**src/include/tpd_pkg.sv**
```systemverilog
// tpd_pkg: timing constants, reset values and state encoding for the powerdown control
package tpd_pkg;

    // clock rate
    localparam longint unsigned TPD_CLK_HZ = 64'd250_000_000;
    localparam longint unsigned TPD_CLK_MHZ = 64'd250;

    // intervals as printed, in their own units
    localparam longint unsigned TPD_IDLE_TIME_S = 64'd30;
    localparam longint unsigned TPD_INVALID_TIME_US = 64'd30;
    localparam longint unsigned TPD_VALID_TIME_US = 64'd1;
    localparam longint unsigned TPD_WAKE_TIME_US = 64'd100;

    // intervals as clock cycles (all come out whole at this rate)
    localparam longint unsigned TPD_IDLE_CYC = TPD_IDLE_TIME_S * TPD_CLK_HZ;
    localparam longint unsigned TPD_INVALID_CYC = TPD_INVALID_TIME_US * TPD_CLK_MHZ;
    localparam longint unsigned TPD_VALID_CYC = TPD_VALID_TIME_US * TPD_CLK_MHZ;
    localparam longint unsigned TPD_WAKE_CYC = TPD_WAKE_TIME_US * TPD_CLK_MHZ;

    // default channel counts
    localparam int TPD_NUM_TX = 3;
    localparam int TPD_NUM_RX = 5;

    // power sequencing states, gray coded along off -> wake -> on
    typedef enum logic [1:0] {
        TPD_ST_OFF = 2'h0,
        TPD_ST_WAKE = 2'h1,
        TPD_ST_ON = 2'h3
    } tpd_state_e;

    // reset values
    localparam tpd_state_e TPD_RST_STATE = TPD_ST_OFF;
    localparam logic TPD_RST_EXPIRED = 1'h1;
    localparam logic TPD_RST_INVALID_N = 1'h0;
    localparam logic TPD_RST_MONITOR_EN = 1'h1;

endpackage : tpd_pkg

```
**src/rtl/tpd_edge_det.sv**
```systemverilog
// tpd_edge_det: one-cycle pulse when any bit of a vector changes
module tpd_edge_det #(
    parameter int WIDTH = 1
) (
    input wire logic clock,
    input wire logic resetn,
    input wire logic [WIDTH-1:0] sig,
    output logic any_edge
);
    if (WIDTH < 1) begin : g_bad_width
        $error("tpd_edge_det: WIDTH must be at least 1");
    end

    typedef struct packed {
        logic [WIDTH-1:0] prev;
        logic armed;
        logic edge_seen;
    } tpd_edge_s;

    tpd_edge_s cur_ff;
    tpd_edge_s nxt_cur;

    always_comb begin
        nxt_cur = cur_ff;
        nxt_cur.prev = sig;
        nxt_cur.armed = 1'h1;
        // no edge on the first sample after reset: prev holds no real history yet
        nxt_cur.edge_seen = cur_ff.armed & (|(sig ^ cur_ff.prev));
    end

    always_ff @(posedge clock or negedge resetn) begin
        if (!resetn) begin
            cur_ff <= '0;
        end else begin
            cur_ff <= nxt_cur;
        end
    end

    assign any_edge = cur_ff.edge_seen;

endmodule : tpd_edge_det

```
**src/rtl/tpd_timer.sv**
```systemverilog
// tpd_timer: saturating cycle counter that flags when its limit is reached
module tpd_timer #(
    parameter longint unsigned LIMIT = 64'd1
) (
    input wire logic clock,
    input wire logic resetn,
    input wire logic run,
    input wire logic clear,
    output logic done
);
    localparam int CW = $clog2(LIMIT + 64'd1);

    if (LIMIT < 64'd1) begin : g_bad_limit
        $error("tpd_timer: LIMIT must be at least 1");
    end

    typedef struct packed {
        logic [CW-1:0] count;
        logic done;
    } tpd_timer_s;

    tpd_timer_s cur_ff;
    tpd_timer_s nxt_cur;

    always_comb begin
        nxt_cur = cur_ff;
        if (clear) begin
            nxt_cur.count = '0;
        end else if (run && (cur_ff.count != CW'(LIMIT))) begin
            nxt_cur.count = cur_ff.count + CW'(1);
        end
        nxt_cur.done = (nxt_cur.count == CW'(LIMIT));
    end

    always_ff @(posedge clock or negedge resetn) begin
        if (!resetn) begin
            cur_ff <= '0;
        end else begin
            cur_ff <= nxt_cur;
        end
    end

    assign done = cur_ff.done;

endmodule : tpd_timer

```
**src/rtl/tpd_powerdown_ctrl.sv**
```systemverilog
// tpd_powerdown_ctrl: powerdown control of a multi-channel serial line transceiver
//
// How it works
// - entering powerdown turns the charge pump off and tristates every transmitter output
// - shutdown override low forces powerdown whatever the auto-disable input does
// - both control inputs high keeps the device active, inactivity powerdown off
// - monitor variant: inverting receiver outputs off in powerdown, monitor output stays on
// - leaving powerdown and resuming transmission takes at most the 100 us wake interval plus a few cycles
// - auto-disable low: wake only when both inputs high or on an input transition
// - falling auto-disable edge keeps the device up for a fresh 30 s
// - invalid flag goes low after invalid levels on all receivers beyond 30 us
// - invalid flag goes high 1 us after a valid level on any receiver
// - invalid detector runs in every mode and never alters power state itself
// - 30 s without transmitter or receiver transitions powers down pump and transmitters
// - after inactivity powerdown any input transition brings the device back up
// - inactivity powerdown acts only with auto-disable low and shutdown override high
// - in powerdown the idle timer stays expired until auto-disable rises or a transition
// - floating receivers read as invalid levels, so the flag goes low
// - flag on shutdown override: stay down until valid levels and a transition
// - recovery from automatic powerdown completes within about 100 us of the waking edge
// - ready low in powerdown, high in power-up once the pump rail is good or the wake interval runs out
module tpd_powerdown_ctrl
    import tpd_pkg::*;
#(
    parameter int NUM_TX = TPD_NUM_TX,
    parameter int NUM_RX = TPD_NUM_RX,
    parameter bit HAS_MONITOR = 1'b1,
    parameter longint unsigned IDLE_CYCLES = TPD_IDLE_CYC,
    parameter longint unsigned INVALID_CYCLES = TPD_INVALID_CYC,
    parameter longint unsigned VALID_CYCLES = TPD_VALID_CYC,
    parameter longint unsigned WAKE_CYCLES = TPD_WAKE_CYC
) (
    input wire logic clock,
    input wire logic resetn,
    input wire logic shutdown_override_input,
    input wire logic auto_disable_input,
    input wire logic [NUM_TX-1:0] tx_data_in,
    input wire logic [NUM_RX-1:0] rx_data_in,
    input wire logic [NUM_RX-1:0] rx_level_valid,
    input wire logic pump_rail_ok,
    output logic charge_pump_en,
    output logic tx_out_en,
    output logic rx_inv_out_en,
    output logic rx_monitor_out_en,
    output logic ready,
    output logic invalid_n,
    output logic powered_down,
    output logic idle_expired
);
    localparam int IW = $clog2(IDLE_CYCLES + 64'd1);

    if (NUM_TX < 1 || NUM_RX < 1) begin : g_bad_channels
        $error("tpd_powerdown_ctrl: need at least one transmitter and one receiver");
    end
    if (IDLE_CYCLES < 64'd2 || INVALID_CYCLES < 64'd1) begin : g_bad_idle
        $error("tpd_powerdown_ctrl: idle and invalid intervals too short");
    end
    if (VALID_CYCLES < 64'd1 || WAKE_CYCLES < 64'd1) begin : g_bad_wake
        $error("tpd_powerdown_ctrl: valid and wake intervals must be at least one cycle");
    end

    typedef struct packed {
        tpd_state_e st;
        logic [IW-1:0] idle_cnt;
        logic expired;
        logic invalid_n;
        logic charge_pump_en;
        logic tx_out_en;
        logic rx_inv_out_en;
        logic rx_monitor_out_en;
        logic ready;
        logic powered_down;
    } tpd_ctrl_s;

    localparam tpd_ctrl_s TPD_RST_CTRL = '{
        st: TPD_RST_STATE,
        idle_cnt: '0,
        expired: TPD_RST_EXPIRED,
        invalid_n: TPD_RST_INVALID_N,
        charge_pump_en: 1'h0,
        tx_out_en: 1'h0,
        rx_inv_out_en: 1'h0,
        rx_monitor_out_en: TPD_RST_MONITOR_EN,
        ready: 1'h0,
        powered_down: 1'h1
    };

    tpd_ctrl_s cur_ff;
    tpd_ctrl_s nxt_cur;

    logic any_transition;
    logic all_invalid;
    logic invalid_done;
    logic valid_done;
    logic wake_done;
    logic power_req;

    // transitions on every transmitter and receiver input
    tpd_edge_det #(
        .WIDTH(NUM_TX + NUM_RX)
    ) u_edges (
        .clock(clock),
        .resetn(resetn),
        .sig({tx_data_in, rx_data_in}),
        .any_edge(any_transition)
    );

    // floating inputs are pulled to ground outside and simply read as not valid
    assign all_invalid = ~|rx_level_valid;

    // invalid flag runs in every mode; "more than" needs one cycle past the interval
    tpd_timer #(
        .LIMIT(INVALID_CYCLES + 64'd1)
    ) u_invalid_tmr (
        .clock(clock),
        .resetn(resetn),
        .run(all_invalid),
        .clear(~all_invalid),
        .done(invalid_done)
    );

    tpd_timer #(
        .LIMIT(VALID_CYCLES)
    ) u_valid_tmr (
        .clock(clock),
        .resetn(resetn),
        .run(~all_invalid),
        .clear(all_invalid),
        .done(valid_done)
    );

    // bounds the wait for the pump rail so transmission always resumes in time
    tpd_timer #(
        .LIMIT(WAKE_CYCLES)
    ) u_wake_tmr (
        .clock(clock),
        .resetn(resetn),
        .run(cur_ff.st == TPD_ST_WAKE),
        .clear(cur_ff.st != TPD_ST_WAKE),
        .done(wake_done)
    );

    always_comb begin
        nxt_cur = cur_ff;
        power_req = 1'h0;

        // inactivity timer and its expired flag
        if (auto_disable_input) begin
            // forced on: timer held clear, so its fall starts a full interval
            nxt_cur.idle_cnt = '0;
            nxt_cur.expired = 1'h0;
        end else if (any_transition) begin
            // a transition restarts the idle interval and wakes the device
            nxt_cur.idle_cnt = '0;
            nxt_cur.expired = 1'h0;
        end else if (!shutdown_override_input || cur_ff.st == TPD_ST_OFF) begin
            // while down the timer stays expired; only a rise or transition clears it
            nxt_cur.idle_cnt = '0;
            nxt_cur.expired = 1'h1;
        end else if (!cur_ff.expired) begin
            // counting only with auto-disable low and override high
            if (cur_ff.idle_cnt == IW'(IDLE_CYCLES - 64'd1)) begin
                nxt_cur.expired = 1'h1;
            end else begin
                nxt_cur.idle_cnt = cur_ff.idle_cnt + IW'(1);
            end
        end

        // override dominates; forced on ignores the idle timer; flag has no say here
        power_req = shutdown_override_input
            & (auto_disable_input | ~nxt_cur.expired);

        // power sequencing
        case (cur_ff.st)
            TPD_ST_OFF: begin
                if (power_req) begin
                    nxt_cur.st = TPD_ST_WAKE;
                end
            end
            TPD_ST_WAKE: begin
                if (!power_req) begin
                    nxt_cur.st = TPD_ST_OFF;
                end else if (pump_rail_ok || wake_done) begin
                    nxt_cur.st = TPD_ST_ON;
                end
            end
            TPD_ST_ON: begin
                if (!power_req) begin
                    nxt_cur.st = TPD_ST_OFF;
                end
            end
            default: begin
                nxt_cur.st = TPD_ST_OFF;
            end
        endcase

        // invalid flag: low after sustained invalid levels, high shortly after a valid one
        if (invalid_done) begin
            nxt_cur.invalid_n = 1'h0;
        end else if (valid_done) begin
            nxt_cur.invalid_n = 1'h1;
        end

        // outputs follow the next state so each comes straight from a flip-flop
        nxt_cur.powered_down = (nxt_cur.st == TPD_ST_OFF);
        nxt_cur.charge_pump_en = (nxt_cur.st != TPD_ST_OFF);
        // transmitters stay tristated until the rail is up or the wake interval runs out, avoiding output glitches
        nxt_cur.tx_out_en = (nxt_cur.st == TPD_ST_ON);
        nxt_cur.ready = (nxt_cur.st == TPD_ST_ON);
        if (HAS_MONITOR) begin
            nxt_cur.rx_inv_out_en = (nxt_cur.st != TPD_ST_OFF);
        end else begin
            nxt_cur.rx_inv_out_en = 1'h1;
        end
        nxt_cur.rx_monitor_out_en = 1'h1;
    end

    always_ff @(posedge clock or negedge resetn) begin
        if (!resetn) begin
            cur_ff <= TPD_RST_CTRL;
        end else begin
            cur_ff <= nxt_cur;
        end
    end

    assign charge_pump_en = cur_ff.charge_pump_en;
    assign tx_out_en = cur_ff.tx_out_en;
    assign rx_inv_out_en = cur_ff.rx_inv_out_en;
    assign rx_monitor_out_en = cur_ff.rx_monitor_out_en;
    assign ready = cur_ff.ready;
    assign invalid_n = cur_ff.invalid_n;
    assign powered_down = cur_ff.powered_down;
    assign idle_expired = cur_ff.expired;

endmodule : tpd_powerdown_ctrl

```
**config.mk**
```make
export PLATFORM = sky130hd
export DESIGN_NAME = tpd_powerdown_ctrl
export DESIGN_NICKNAME = d
export VERILOG_FILES = /design/src/include/tpd_pkg.sv /design/src/rtl/tpd_edge_det.sv /design/src/rtl/tpd_timer.sv /design/src/rtl/tpd_powerdown_ctrl.sv
export SDC_FILE = /design/constraint.sdc
export NUM_CORES = 1
export LEC_CHECK = 0
export BUFFER_PORTS_ARGS = -buffer_cell sky130_fd_sc_hd__buf_2
export CAP_MARGIN = 0
export CORE_MARGIN = 4
export CORE_UTILIZATION = 40
export CTS_CLUSTER_SIZE = 24
export DETAILED_ROUTE_END_ITERATION = 8
export PLACE_DENSITY = 0.53
export SETUP_SLACK_MARGIN = 0.1
export SLEW_MARGIN = 20
export SYNTH_ARGS = -nofsm -noshare
export SYNTH_HDL_FRONTEND = slang
export SYNTH_HIERARCHICAL = 1
export SYNTH_SLANG_ARGS = --single-unit
```
**constraint.sdc**
```tcl
create_clock -name clock -period 2.8 [get_ports clock]
set_input_delay 0.28 -clock clock [delete_from_list [all_inputs] [get_ports clock]]
set_output_delay 0.28 -clock clock [all_outputs]
set_load 0.02 [all_outputs]
```
==> qor_table.md <==
| Step | Metric | This run |
|:---|:---|:---|
| sta | Worst max-slew margin expressed relative to the limit | 57.52% |
| placed design | Number of port buffers | 24 |
| detailed routing | Number of DRC violations after detailed routing | 0 |
| power | Power density cells | 559.1 nW/um^2 |
| setup path | Category of the worst setup path capture point | flop |
| setup path | CP required | 3.06 ns |
| detailed routing | Number of design-rule violations left by the first detailed-router iteration | 189 |
| yosys | Sequential element share of the synthesized area | 44.34% |
| yosys | Post-Syn Nets | 546 |
| yosys | Yosys top cell by area | dfrtp_1 |
| yosys | Area of the mapped netlist | 5029 sq um |
| clock network | Worst-Skew Late Latency | 0.35 ns |
| sta | Transition time at the pin with the least slew margin | 0.6330 ns |
| final layout | Proportion of layout cells with a drive suffix above 1 | 16.09% |
| sta | Final Hold Violating Endpoints | 0 |
| setup path | Worst R2R Path Depth | 6 |
| setup path | Start of the worst register-to-register path | u_wake_tmr/cur_ff[10]$_DFF_PN0_ |
| detailed routing | Mean routed wirelength per cell | 14.99 microns |
| detailed routing | Total via count in the routed design | 3937 |
| setup path | Endpoint of the worst setup timing path | u_wake_tmr/done$_DFF_PN0_ |
| setup path | Critical Path Fanout Max | 7 |
| global routing | Via count of the first global-routing pass | 3807 |
| yosys | Total of flip-flops plus latches after synthesis | 89 |
| final layout | Signed area change from the synthesized netlist to the final layout | 12.22% |
| yosys | Number of cells produced by synthesis | 521 |
| clock network | Number of buffers created by CTS | 9 |
| clock network | Worst-case clock buffer depth | 2 |
| setup path | Capture point of the worst reg-to-reg path | u_wake_tmr/done$_DFF_PN0_ |
| die | Die Y | 120.1 microns |
| die | Area of the die | 14430 sq um |
| status | Status | completed |
| die | Placeable core region | 12160 sq um |
| final layout | Antenna diode count | 0 |
| clock network | Count of H-tree levels built during CTS | 3 |
| detailed routing | Routed wire length | 10720 microns |
| placed design | Routability cong. | 0.8261 |
| setup path | CP Launch Point | u_wake_tmr/cur_ff[10]$_DFF_PN0_ |
| placed design | Dpl cells | 698 |
| final layout | Final Net Count | 567 |
| sta | Accumulated negative setup slack | 0 ns |
| yosys | Top FF cell, synth | dfrtp_1 |
| clock network | Clock root buffer | clkbuf_16 |
| hold path | Worst min-delay path category | in2reg |
| flow run | Max-cap violation count | 0 |
| setup path | Worst R2R Setup Slack | 0.28 ns |
| sta | Final hold slack | 0.06271 ns |
| power | Leakage | 0.002232 uW |
| sta | Count of final setup violators | 0 |
| global routing | Initial antenna violation count | 0 |
| sta | Time the final worst path needs with I/O delays and setup | 2.523 ns |
| final layout | Filler Cells Inserted | 1183 |
| sta | Max Clock Skew | 0.007312 ns |
| global routing | Maximum number of pins on one net before global-route repair | 47 |
| yosys | Synth top area cells | dfrtp_1, xor2_1, nor2_1, a21oi_1, nand2_1 |
| power | Total Power | 3155 uW |
| final layout | Reg area | 2230 sq um |
| detailed routing | Antenna-violating nets left | 0 |
| yosys | Most instantiated library cell after synthesis | dfrtp_1 |
| die | I/O pins | 26 |
| setup path | Signal arrival time at the worst endpoint | 2.78 ns |
| placed design | Placed wire-length estimate | 7452 microns |
| global routing | First-pass GRT wire length | 18220 microns |
| detailed routing | Iteration count of the initial detailed-routing pass | 4 |
| yosys | Number of synthesized flops with an enable pin | 0 |
| global routing | All-Layer GR Usage | 15.47% |
| yosys | Most frequent cells after synthesis | dfrtp_1, nor2_1, nand2_1 |
| sta | Unrepaired setup endpoints after global routing | false |
| final layout | Multi-input combinational cell area | 2601 sq um |
| clock network | CTS tree | yes |
| sta | Period utilisation layout | 90.11% |
| yosys | Synth Area per Inst | 9.652 sq um |
| die | Starting density of the core | 41.35% |
| sta | FMAX | 396.3 MHz |
| final layout | Number of cells in the finished layout apart from fillers | 715 |
| clock network | Clk pin slew, worst setup/hold paths | 0.06 ns |
| yosys | Number of warnings reported in the yosys synthesis log | 6 |
| global routing | Final global-route overflow total | 0 |
| die | DIE WIDTH | 120.1 microns |
| yosys | Top-area cell type share of the netlist area | 43.29% |
| die | Std-Cell Rows | 40 |
| clock network | Number of clock sinks | 89 |
| setup path | Kind of critical path | reg2reg |
| detailed routing | Via density per instance | 5.506 |
| sta | Final Max Slew Viols | 0 |
| yosys | Share of synthesized flip-flops with an asynchronous set or reset | 100.0% |
| yosys | Number of distinct library cells after synthesis | 75 |
| setup path | CP Launch Type | flop |
| power | Peak supply drop | 0.0003035 V |
## critical path, stage by stage (launching register included)
cell and delay (ns):
dfrtp_1 0.44, or4_4 0.56, o41a_1 0.52, mux2i_1 0.20
o2bb2ai_1 0.12, or4b_1 0.45, nor4_2 0.13
## logic make-up after synthesis
family | share of synthesized area (%)
multiplexers | 0.8957
adder cells (fa/ha/maj) | 1.742
other | 0.1493
buffers and inverters | 3.931
AND/OR/NAND/NOR | 30.58
AO/OA/AOI/OAI | 11.22
flip-flops | 44.34
XOR/XNOR | 7.141
## registers in the layout, indices dropped and copies added (netlist names)
name / count
u_edges/cur_ff: 9
rx_inv_out_en: 1
u_valid_tmr/cur_ff: 8
ready: 1
u_edges/any_edge: 1
u_valid_tmr/done: 1
u_invalid_tmr/cur_ff: 13
u_wake_tmr/cur_ff: 15
idle_expired: 1
invalid_n: 1
u_invalid_tmr/done: 1
powered_down: 1
u_wake_tmr/done: 1
cur_ff: 35
## placed cells by master (no fill, tap or decap), types with 3 or more instances in the layout
master	Yosys	layout
nand2b_1	3	3
nor2_1	50	50
ha_1	7	7
o31ai_1	3	3
bufinv_16	0	3
nand3_2	3	3
nor3_1	15	15
or2_2	3	3
nand3_1	24	24
and3_1	5	5
o211ai_1	7	7
xor2_1	25	25
or3_1	22	22
and3_2	3	3
inv_1	14	14
a21oi_1	34	34
buf_4	8	7
nand4_2	5	5
or4_1	5	5
nor4_1	10	10
mux2i_1	3	3
nand2_1	41	41
and2_1	3	3
o21ai_0	23	23
xnor2_1	16	16
clkbuf_16	0	9
nor4_2	3	3
buf_2	2	23
nor3b_1	4	4
a211oi_1	4	4
nand4b_1	6	6
dfrtp_1	87	87
nor2b_1	5	5
nand4_1	19	19
## layout make-up
class / count / area share [%]
Clock inverter: 6 / 1.996
Sequential cell: 89 / 39.51
Timing Repair Buffer: 32 / 3.503
Inverter: 14 / 0.9313
Clock buffer: 10 / 4.235
Tap cell: 168 / 3.725
Multi-Input combinational cell: 396 / 46.10
## routing by layer
layer	wire (microns)	global-route usage, %	vias up	share of wire (%)
li1	-	-	1924	-
met1	5208	20.65	1950	49
met2	5040	24.83	53	47
met3	332	3.723	10	3.1
met4	140	4.868	0	1.3
met5	0	0	-	0
## stage by stage
stage / area, sq um / utilization (%) / setup WS, ns
6_report: 5643 / 46.40 / 0.2769
5_1_grt: 5643 / 46.40 / 0.1768
4_1_cts: 5643 / 46.40 / 0.2855
3_5_place_dp: 5281 / 43.43 / 0.2975
3_3_place_gp: 5281 / 43.43 / 0.3279
2_1_floorplan: 5029 / - / 0.4333
## what timing repair did
action | CTS | global route
setup endpoints to repair | 0 | 0
buffers inserted | 0 | 0
gates resized for setup | 0 | 0
endpoints found under the hold margin | 42 | 0
hold buffers | 1 | 0
## where the power goes
part | switching, uW | internal (uW) | leakage (uW)
sequential | 88.6 | 1350 | 0.00120
combinational | 172 | 125 | 0.000859
clock | 521 | 901 | 0.000173
total | 782 | 2370 | 0.00223
## worst min-delay path by stage
stage                                   to  depth (start not counted)           from  slack [ns]
3_5_place_dp   u_edges/cur_ff[7]$_DFF_PN0_                          1         resetn        0.33
5_1_grt        u_edges/cur_ff[3]$_DFF_PN0_                          1  rx_data_in[1]        0.05
6_report       u_edges/cur_ff[6]$_DFF_PN0_                          1  rx_data_in[4]        0.06
2_1_floorplan       cur_ff[10]$_DFFE_PN0P_                          0         resetn       -0.02
4_1_cts        u_edges/cur_ff[7]$_DFF_PN0_                          1  tx_data_in[0]        0.05
3_3_place_gp   u_edges/cur_ff[7]$_DFF_PN0_                          1         resetn        0.32
(Power assumes the default switching activity.)
